## src/logic/exec_cfg.svh

```systemverilog
// Constants for the shift, branch, call and compare execution block
`ifndef EXEC_CFG_SVH
`define EXEC_CFG_SVH
`define EXEC_PC_RESET   32'h0000_0000
`define EXEC_SEQ_STEP   32'h0000_0001
`define EXEC_DELAY_ADD  32'h0000_0003
`define EXEC_TRAP_LAST  5'h1b
`define EXEC_AUX_COUNT  8
`define EXEC_FLAG_N     3
`define EXEC_FLAG_Z     2
`define EXEC_FLAG_V     1
`define EXEC_FLAG_C     0
`define EXEC_FLAGS_W    4
`define EXEC_STACK_DEPTH 8
`endif

```

## src/logic/exec_pkg.sv

```systemverilog
// Types shared by the execution block
package exec_pkg;
    typedef enum logic [3:0] {
        op_none,
        arith_shift_three_op,
        cond_jump_standard,
        cond_jump_delayed,
        uncond_jump_standard,
        uncond_jump_delayed,
        subroutine_invoke,
        subroutine_invoke_if,
        float_compare_two_op,
        float_compare_three_op,
        int_compare_two_op,
        int_compare_three_op,
        trap_request
    } op_e;
endpackage

```

## src/logic/stack_mem.sv

```systemverilog
// Return-address stack storage with registered top word
`timescale 1ns/1ps
`default_nettype none
module stack_mem #(
    parameter int W     = 32,
    parameter int DEPTH = 8
) (
    // Clock and reset
    input  wire logic         clk_i,
    input  wire logic         rst_n_i,
    // Push port
    input  wire logic         push_i,
    input  wire logic [W-1:0] data_i,
    // Top of stack
    output logic      [W-1:0] top_o
);
    localparam int PW = $clog2(DEPTH);

    logic [W-1:0]  mem_q [DEPTH];
    logic [PW-1:0] ptr_q;

    // Pointer wraps; overflow silently overwrites the oldest entry
    always_ff @(posedge clk_i) begin
        if (!rst_n_i) begin
            ptr_q <= '0;
        end else if (push_i) begin
            ptr_q <= ptr_q + PW'(1);
        end
    end

    // Cleared so the idle top read never shows unknowns
    always_ff @(posedge clk_i) begin
        if (!rst_n_i) begin
            for (int i = 0; i < DEPTH; i++) begin
                mem_q[i] <= '0;
            end
        end else if (push_i) begin
            mem_q[ptr_q] <= data_i;
        end
    end

    always_ff @(posedge clk_i) begin
        if (!rst_n_i) begin
            top_o <= '0;
        end else if (push_i) begin
            top_o <= data_i;
        end else begin
            top_o <= mem_q[ptr_q - PW'(1)];
        end
    end
endmodule
`default_nettype wire

```

## src/logic/shift_branch_call_compare_exec.sv

```systemverilog
// Execution of shift, branch, call, compare and trap-select instructions
`timescale 1ns/1ps
`default_nettype none
`include "exec_cfg.svh"
module shift_branch_call_compare_exec #(
    parameter int W   = 32,
    parameter int CW  = 7
) (
    // Clock and reset
    input  wire logic                       clk_i,
    input  wire logic                       rst_n_i,
    // Decoded instruction from the front end
    input  wire logic                       op_valid_i,
    input  wire exec_pkg::op_e              op_i,
    input  wire logic                       cond_true_i,
    input  wire logic                       target_is_reg_i,
    input  wire logic [W-1:0]               target_i,
    input  wire logic [W-1:0]               first_operand_i,
    input  wire logic [W-1:0]               second_operand_i,
    input  wire logic [CW-1:0]              count_i,
    input  wire logic [4:0]                 trap_sel_i,
    // Auxiliary pointer register access
    input  wire logic                       aux_wr_i,
    input  wire logic [2:0]                 aux_wr_sel_i,
    input  wire logic [W-1:0]               aux_wr_data_i,
    input  wire logic [2:0]                 aux_rd_sel_i,
    output logic      [W-1:0]               aux_rd_data_o,
    // Results
    output logic      [W-1:0]               pc_o,
    output logic      [W-1:0]               result_o,
    output logic                            result_wr_o,
    output logic      [`EXEC_FLAGS_W-1:0]   flags_o,
    output logic                            flags_wr_o,
    output logic      [W-1:0]               stack_top_o,
    output logic                            stack_push_o,
    output logic      [4:0]                 trap_vec_o,
    output logic                            trap_req_o,
    output logic                            trap_err_o
);
    // ************************************************************
    // Helpers
    // ************************************************************
    function automatic logic [`EXEC_FLAGS_W-1:0] int_flags(input logic [W-1:0] a,
                                                           input logic [W-1:0] b);
        logic [W:0] d;
        logic [`EXEC_FLAGS_W-1:0] f;
        d = {1'b0, a} - {1'b0, b};
        f = '0;
        f[`EXEC_FLAG_N] = d[W-1];
        f[`EXEC_FLAG_Z] = (d[W-1:0] == '0);
        f[`EXEC_FLAG_V] = (a[W-1] != b[W-1]) && (d[W-1] != a[W-1]);
        f[`EXEC_FLAG_C] = d[W];
        return f;
    endfunction

    // Sign-magnitude order; no rounding, so V and C stay clear
    function automatic logic [`EXEC_FLAGS_W-1:0] flt_flags(input logic [W-1:0] a,
                                                           input logic [W-1:0] b);
        logic a_zero;
        logic b_zero;
        logic lt;
        logic [`EXEC_FLAGS_W-1:0] f;
        a_zero = (a[W-2:0] == '0);
        b_zero = (b[W-2:0] == '0);
        if (a_zero && b_zero) begin
            lt = 1'b0;
        end else if (a[W-1] != b[W-1]) begin
            lt = a[W-1];
        end else if (a[W-1]) begin
            lt = a[W-2:0] > b[W-2:0];
        end else begin
            lt = a[W-2:0] < b[W-2:0];
        end
        f = '0;
        f[`EXEC_FLAG_N] = lt;
        f[`EXEC_FLAG_Z] = (a == b) || (a_zero && b_zero);
        return f;
    endfunction

    // ************************************************************
    // Decode
    // ************************************************************
    logic [W-1:0] pc_q;
    logic [W-1:0] seq_pc;
    logic         is_call;
    logic         is_call_if;
    logic         push_w;
    logic         cnt_neg;
    logic [CW-1:0] cnt_mag;

    assign seq_pc     = pc_q + `EXEC_SEQ_STEP;
    assign is_call    = op_valid_i && (op_i == exec_pkg::subroutine_invoke);
    assign is_call_if = op_valid_i && (op_i == exec_pkg::subroutine_invoke_if);
    assign push_w     = is_call || (is_call_if && cond_true_i);
    assign cnt_neg    = count_i[CW-1];
    assign cnt_mag    = cnt_neg ? CW'(-count_i) : count_i;
    assign stack_push_o = push_w;

    // ************************************************************
    // Program counter
    // ************************************************************
    always_ff @(posedge clk_i) begin
        if (!rst_n_i) begin
            pc_q <= `EXEC_PC_RESET;
        end else if (op_valid_i) begin
            case (op_i)
                exec_pkg::cond_jump_standard,
                exec_pkg::subroutine_invoke_if: begin
                    if (!cond_true_i) begin
                        pc_q <= seq_pc;
                    end else if (target_is_reg_i) begin
                        pc_q <= target_i;
                    end else begin
                        pc_q <= pc_q + target_i;
                    end
                end
                exec_pkg::cond_jump_delayed: begin
                    if (!cond_true_i) begin
                        pc_q <= seq_pc;
                    end else if (target_is_reg_i) begin
                        pc_q <= target_i;
                    end else begin
                        pc_q <= pc_q + target_i + `EXEC_DELAY_ADD;
                    end
                end
                exec_pkg::uncond_jump_standard,
                exec_pkg::uncond_jump_delayed,
                exec_pkg::subroutine_invoke: begin
                    pc_q <= target_i;
                end
                default: begin
                    pc_q <= seq_pc;
                end
            endcase
        end
    end
    assign pc_o = pc_q;

    stack_mem #(
        .W     (W),
        .DEPTH (`EXEC_STACK_DEPTH)
    ) u_stack (
        .clk_i   (clk_i),
        .rst_n_i (rst_n_i),
        .push_i  (push_w),
        .data_i  (seq_pc),
        .top_o   (stack_top_o)
    );

    // ************************************************************
    // Shift result
    // ************************************************************
    always_ff @(posedge clk_i) begin
        if (!rst_n_i) begin
            result_o    <= '0;
            result_wr_o <= 1'b0;
        end else begin
            result_wr_o <= op_valid_i && (op_i == exec_pkg::arith_shift_three_op);
            if (op_valid_i && (op_i == exec_pkg::arith_shift_three_op)) begin
                if (!cnt_neg) begin
                    result_o <= first_operand_i << cnt_mag;
                end else begin
                    result_o <= W'($signed(first_operand_i) >>> cnt_mag);
                end
            end
        end
    end

    // ************************************************************
    // Compare flags
    // ************************************************************
    // Compares never touch result_o; only flags move
    always_ff @(posedge clk_i) begin
        if (!rst_n_i) begin
            flags_o    <= '0;
            flags_wr_o <= 1'b0;
        end else begin
            flags_wr_o <= 1'b0;
            if (op_valid_i) begin
                case (op_i)
                    exec_pkg::float_compare_two_op,
                    exec_pkg::float_compare_three_op: begin
                        flags_o    <= flt_flags(first_operand_i, second_operand_i);
                        flags_wr_o <= 1'b1;
                    end
                    exec_pkg::int_compare_two_op,
                    exec_pkg::int_compare_three_op: begin
                        flags_o    <= int_flags(first_operand_i, second_operand_i);
                        flags_wr_o <= 1'b1;
                    end
                    default: begin
                        flags_wr_o <= 1'b0;
                    end
                endcase
            end
        end
    end

    // ************************************************************
    // Auxiliary pointers and trap select
    // ************************************************************
    logic [W-1:0] aux_q [`EXEC_AUX_COUNT];

    always_ff @(posedge clk_i) begin
        if (!rst_n_i) begin
            for (int i = 0; i < `EXEC_AUX_COUNT; i++) begin
                aux_q[i] <= '0;
            end
        end else if (aux_wr_i) begin
            aux_q[aux_wr_sel_i] <= aux_wr_data_i;
        end
    end

    always_ff @(posedge clk_i) begin
        if (!rst_n_i) begin
            aux_rd_data_o <= '0;
        end else begin
            aux_rd_data_o <= aux_q[aux_rd_sel_i];
        end
    end

    // Out-of-range selectors are refused, never wrapped
    always_ff @(posedge clk_i) begin
        if (!rst_n_i) begin
            trap_vec_o <= '0;
            trap_req_o <= 1'b0;
            trap_err_o <= 1'b0;
        end else begin
            trap_req_o <= 1'b0;
            trap_err_o <= 1'b0;
            if (op_valid_i && (op_i == exec_pkg::trap_request)) begin
                if (trap_sel_i <= `EXEC_TRAP_LAST) begin
                    trap_vec_o <= trap_sel_i;
                    trap_req_o <= 1'b1;
                end else begin
                    trap_err_o <= 1'b1;
                end
            end
        end
    end
endmodule
`default_nettype wire

```

## config.mk

```make
export PLATFORM = sky130hd
export DESIGN_NAME = shift_branch_call_compare_exec
export DESIGN_NICKNAME = d
export VERILOG_FILES = /design/src/logic/exec_pkg.sv /design/src/logic/stack_mem.sv /design/src/logic/shift_branch_call_compare_exec.sv
export VERILOG_INCLUDE_DIRS = /design/src /design/src/logic
export SDC_FILE = /design/constraint.sdc
export NUM_CORES = 2
export LEC_CHECK = 0
export BUFFER_PORTS_ARGS = -buffer_cell sky130_fd_sc_hd__buf_2
export CAP_MARGIN = 30
export CORE_ASPECT_RATIO = 1.75
export CORE_UTILIZATION = 40
export DETAILED_ROUTE_END_ITERATION = 16
export PLACE_DENSITY = 0.67
export SLEW_MARGIN = 30
export SYNTH_ARGS = -nofsm -noshare
export SYNTH_HDL_FRONTEND = slang
export SYNTH_SLANG_ARGS = --single-unit
```

## constraint.sdc

```tcl
create_clock -name clk_i -period 5.59 [get_ports clk_i]
set_clock_uncertainty 0.05 [all_clocks]
set_input_delay 0.2795 -clock clk_i [delete_from_list [all_inputs] [get_ports clk_i]]
set_output_delay 0.2795 -clock clk_i [all_outputs]
set_load 0.01 [all_outputs]
```

# Word level (Yosys, flattened, before mapping)
# Memory sizes are Yosys's and may differ from the RTL's. A register that Yosys moved wholly into a read port is not among the register bits.
# Index checks and enable logic that the tools add are counted.
[totals]
reg_bits = 112
mem_bits_rw = 512
output_inout_bits = 142
wordCells = 92
mem_count = 2
[memory_table]
columns = ["name", "words", "width", "read_ports", "rd_ports_with_merged_regs", "write_ports", "line_no", "text"]
rows = [
  ["aux_q", 8, 32, 1, 1, 8, "shift_branch_call_compare_exec.sv:202", "logic [W-1:0] aux_q [`EXEC_AUX_COUNT];"],
  ["u_stack.mem_q", 8, 32, 1, 0, 8, "stack_mem.sv:19", "logic [W-1:0] mem_q [DEPTH];"],
]
[classes]
addsub = 7
order_cmp = 3
n_eq_ne = 15
shifts = 2
n_mux = 28
reduce_logical = 25
[ops]
columns = ["op", "count"]
rows = [
  ["32-bit two-way mux", 8],
  ["32-bit case mux with 3 select lines", 1],
  ["32-bit OR reduction", 2],
  ["31-bit logical NOT", 2],
  ["32-bit by 32-bit subtractor with 33-bit output", 1],
  ["32-bit by 1-bit adder with 32-bit output (second input constant)", 1],
  ["32-bit by 2-bit adder with 32-bit output (second input constant)", 1],
  ["32-bit adder", 1],
  ["32-bit == test", 1],
  ["32-bit logical NOT", 1],
  ["32-bit by 7-bit << shifter with 32-bit output", 1],
  ["32-bit by 7-bit >>> shifter with 32-bit output", 1],
  ["31-bit > comparator", 1],
  ["31-bit less-than comparator", 1],
  ["4-bit == test (second input constant)", 5],
  ["4-bit by 3-bit == test with 1-bit output (second input constant)", 4],
  ["1-bit two-way mux", 15],
  ["4-bit by 2-bit == test with 1-bit output (second input constant)", 2],
  ["4-bit case mux with 2 select lines", 1],
  ["2-bit AND reduction", 4],
  ["1-bit logical AND", 7],
  ["7-bit two-way mux", 1],
  ["7-bit negation", 1],
  ["3-bit two-way mux", 2],
  ["other kinds (11)", 15],
]

# Depth between registers and ports, before layout
[logic_depth]
ltp_word = 9
depth_mapped = 17

# Cells and area by module
# A second synthesis with hierarchy kept.
[unflattened]
cells_unflattened = 3567
area_unflattened_um2 = 38468.1
[by_module_without_submodules]
columns = ["mod", "instances", "cells_per_inst", "area_per_inst_um2"]
rows = [
  ["shift_branch_call_compare_exec", 1, 2694, 25568.3],
  ["stack_mem", 1, 873, 12899.9],
]

# Worst setup path after synthesis
# No wires, ideal clock.
[synth_timing]
path_kind = "register -> register"
from = "register pc_q[0] (netlist: pc_o[0])"
to = "register pc_q[15] (netlist: pc_o[15])"
setup_ps = 135
t_arrival_ps = 3601
t_required_ps = 5405
path_slack_ps = 1804
path_stages_with_launch = 13
period_less_slack_ps = 3786
path_cell_list = "dfxtp_1 -> ha_1 -> fa_1 -> a21o_1 -> a21oi_1 -> mux2_2 -> o311ai_0 -> and4bb_2 -> nand3_4 -> or4_1 -> a211oi_1 -> a221o_1 -> a31oi_1"
[synth_between]
elab_chain_cells = 5
[synth_rtl]
columns = ["item", "line_no", "text"]
rows = [
  ["from (decl)", "shift_branch_call_compare_exec.sv:83", "logic [W-1:0] pc_q;"],
  ["from (signal assigned)", "shift_branch_call_compare_exec.sv:104", "pc_q <= `EXEC_PC_RESET;"],
  ["from (signal assigned)", "shift_branch_call_compare_exec.sv:110", "pc_q <= seq_pc;"],
  ["from (signal assigned)", "shift_branch_call_compare_exec.sv:112", "pc_q <= target_i;"],
  ["32-bit adder", "shift_branch_call_compare_exec.sv:114, shift_branch_call_compare_exec.sv:123", ""],
  ["32-bit by 2-bit adder with 32-bit output (no line)", "-", ""],
  ["32-bit two-way mux", "shift_branch_call_compare_exec.sv:120", "end else if (target_is_reg_i) begin"],
  ["32-bit two-way mux", "shift_branch_call_compare_exec.sv:118", "if (!cond_true_i) begin"],
  ["32-bit case mux with 3 select lines *", "shift_branch_call_compare_exec.sv:106", "case (op_i)"],
]
# Every way passes the cells marked *; elsewhere a longest branch is shown, timed or not.
# A chain may end at the register's enable or synchronous reset.

# Final worst setup path
[layout_timing]
from = "register pc_q[0] (netlist: pc_o[0])"
to = "register pc_q[23] (netlist: pc_o[23])"
# The elaborated chain is that of the path after synthesis.

==> impl_metrics.json <==
{
  "status": "finished, violations left",
  "violations": "design-rule violations",
  "critPathMostFrequentCell": "a21oi_1",
  "critPathSlowestCell": "o311ai_1",
  "drv_cap": 0,
  "synth_top_family_by_area": "simple AND/OR/NAND/NOR gates",
  "slew_headroom_pct": 26.9,
  "dr_total_vias": 29719,
  "grt_pass1_wl_um": 182000,
  "multiInputGateArea_sq_mm": 0.0183,
  "p_seq_share_pct": 46.8,
  "synthCells": 3471,
  "ant_nets": 0,
  "cp-start-kind": "register",
  "p_int_uw": 8530,
  "muxShareOfSynthArea_pct": 13.6,
  "cts_tree": "yes",
  "gr-total-overflow": 0,
  "drtPass1Iterations": 12,
  "period_minus_slack_ps": 4550,
  "wl_um": 123000,
  "netlist_area_sq_mm": 0.0374,
  "ys_seq_area_share_pct": 48.9,
  "avgSynthCellArea_sq_um": 10.8,
  "die_w_um": 233,
  "regArea_sq_mm": 0.0183,
  "path_max_fanout": 17,
  "die_area_sq_mm": 0.0947,
  "regToRegSetupSlack_ps": 1040,
  "fillers": 8544,
  "yosys.area_share.simple_pct": 18.5,
  "die_y_um": 406,
  "yosys_warnings": 0,
  "clk_latency_ps": 670,
  "cts-root-buf": "clkbuf_16",
  "finalCritPeriodShare_pct": 81.4,
  "critPathTopFamily": "compound AO/OA/AOI/OAI gates",
  "start_util_pct": 40.3,
  "viasPerCell": 5.97,
  "fin_nets": 3948,
  "drtIter0Drc": 2310,
  "tns_ps": 0,
  "synth-edff-count": 512,
  "core_area_sq_mm": 0.0928,
  "worstSetupPathType": "reg2reg",
  "pwr_density_cell_mw_per_mm2": 278,
  "drive_gt1_share_pct": 19.4,
  "io_buffers": 297,
  "rsz0062_at_grt": "false",
  "power_frac_clock_pct": 34.5,
  "synth.distinct_cells": 98,
  "cp_data_arrival_time_ps": 5030,
  "dp_hpwl_um": 85400,
  "hp-class": "in2reg",
  "track_usage_pct": 25.6,
  "grt_start_max_net_pins": 137,
  "comb_power_share_pct": 18.7,
  "rows": 148,
  "grt_pass1_vias": 29937,
  "io_pins": 298,
  "cts.sinks": 656,
  "endpoint_kind": "register",
  "drc_errors": 4,
  "place_congestion": 0.953,
  "critPathMaxStageDelay_ps": 730,
  "syn-num-nets": 3696,
  "clock.fmax_mhz": 220,
  "crit_path_cell_trace": "ha_1 -> fa_1 -> a21o_1 -> a21oi_1 -> mux2_2 -> o311ai_1 -> and4bb_2 -> o2111ai_2 -> nor4_4 -> a21oi_1 -> a311oi_1 -> o31ai_1",
  "tightest_slew_ps": 1090,
  "yosysTopAreaCell": "edfxtp_1",
  "numCtsBuffers": 60,
  "critPathRequiredTime_ps": 6070,
  "swShare_pct": 28.7,
  "antenna_found_initial": 12,
  "utilization_pct": 46.4,
  "drv_slew": 0,
  "finalHoldViolations": 0,
  "area_delta_synth_final_pct": 15.2,
  "postSynthRegisterBits": 656,
  "cts.clk_slew.worst_paths_ps": 70,
  "synthTopCellsByArea": "edfxtp_1, mux4_2, dfxtp_1, and2_1, nor2_1",
  "ys.flop_type": "edfxtp_1",
  "leakage_uw": 0.0164,
  "finalSetupViolCount": 0,
  "async_flop_share_pct": 0,
  "vdd_drop_max_uv": 294,
  "crit_buf_inv": 0,
  "htreeDepth": 2,
  "switching_power_uw": 3430,
  "yosysTopAreaCellShare_pct": 41.2,
  "synth_compound_area_share_pct": 11.9,
  "cts_buffer_depth": 3,
  "synth_xor_area_share_pct": 1.52,
  "synth_fa_ha_area_share_pct": 2.33,
  "wire_per_inst_um": 24.7
}
worst register-to-register path: stages, from the launching register on:
cell and delay [ps]:
dfxtp_1 490, ha_1 340, fa_1 460, a21o_1 200, a21oi_1 220, mux2_2 360, o311ai_1 730, and4bb_2 410
o2111ai_2 220, nor4_4 410, a21oi_1 130, a311oi_1 280, o31ai_1 100
final cells by class:
class	instances	share of cell area, %
timing repair buffer	431	6.38
clock buffer	86	3.97
multi-input combinational	2503	42.5
tap	1200	3.49
sequential	656	42.4
inverter	71	0.619
antenna	7	0.0407
clock inverter	28	0.622
logic make-up (layout without fill, tap and decap cells):
group | count (synthesis) | after routing
simple gates | 1400 | 1400
compound gates | 672 | 672
flops | 656 | 656
buf+inv | 312 | 616
mux | 298 | 298
fa+ha+maj | 69 | 69
xor+xnor | 64 | 64
other cells | 0 | 7
synth_stat cells (all sizes together) (26+ instances only):
cell type,instances
a211oi,36
nor2,417
nor4,35
nand2,310
nor2b,49
and2,275
dfxtp,144
clkbuf,197
a31oi,55
nor3,46
and3,59
edfxtp,512
mux2i,125
nand3,85
xor2,36
nand4,28
o21ai,170
mux4,168
buf,44
ha,68
nand2b,26
inv,68
xnor2,28
a21oi,151
o211ai,42
power groups by stage:
| stage | clock [uW] | combinational (uW) | sequential (uW) |
|---|---|---|---|
| 2_1_floorplan | 0 | 1390 | 5700 |
| 3_3_place_gp | 0 | 2150 | 5690 |
| 3_5_place_dp | 0 | 2160 | 5700 |
| 4_1_cts | 4190 | 2210 | 5600 |
| 5_1_grt | 4350 | 2410 | 5620 |
| 6_report | 4130 | 2240 | 5600 |
worst paths after layout:
| path | end | from | depth (start not counted) |
|---|---|---|---|
| setup / recovery | pc_o[23] | pc_o[0] | 12 |
| hold / removal | flags_o[0] | second_operand_i[31] | 5 |
| setup reg to reg | pc_o[23] | pc_o[0] | 12 |
| hold reg to reg | result_o[14] | result_o[14] | 2 |
through the flow:
stage	instance area (sq um)	hold slack, ps	worst slack, ps	power, uW	std cells
floorplan	37400	384	1800	7090	3471
global placement	40200	430	1210	7840	4798
CTS	42900	6.08	1090	12000	4972
finish	43000	35.7	1040	12000	4982
detailed placement	40300	436	1150	7870	4799
global route	43000	45.5	820	12400	4977
routing by layer:
metal  global-route usage [%]  vias to the layer above  routed length (um)
li1                         -                    13462                   -
met1                     28.1                    14564               43800
met2                     47.0                     1309               64500
met3                     3.73                      374                7910
met4                     13.8                       10                6900
met5                        0                        -                  58
layout by cell type, fill, tap and decap left out, types with 60 or more instances in the layout:
cell type | netlist | final
edfxtp_1 | 512 | 512
nor2_1 | 417 | 409
nand2_1 | 309 | 301
buf_2 | 6 | 295
and2_1 | 274 | 274
mux4_2 | 168 | 168
o21ai_0 | 168 | 162
a21oi_1 | 151 | 151
dfxtp_1 | 144 | 143
mux2i_1 | 125 | 124
nand3_1 | 83 | 83
buf_4 | 0 | 70
ha_1 | 68 | 67
inv_1 | 66 | 66
clkbuf_16 | 0 | 60
state kept, by name, summed over array words and instances, names as in the netlist, 3 cells and up:
signal and cells:
u_stack.mem_q 256, pc_o 32, aux_q 256, trap_vec_o 5, u_stack.ptr_q 3, flags_o 4
aux_rd_data_o 32, result_o 32, u_stack.top_o 32
what timing repair did:
item | 4_1_cts | 5_1_grt
resized for setup | 0 | 0
endpoints found under the hold margin | 294 | 0
hold buffers | 59 | 0
buffers inserted | 0 | 0
Power figures use the tool's default switching activity.
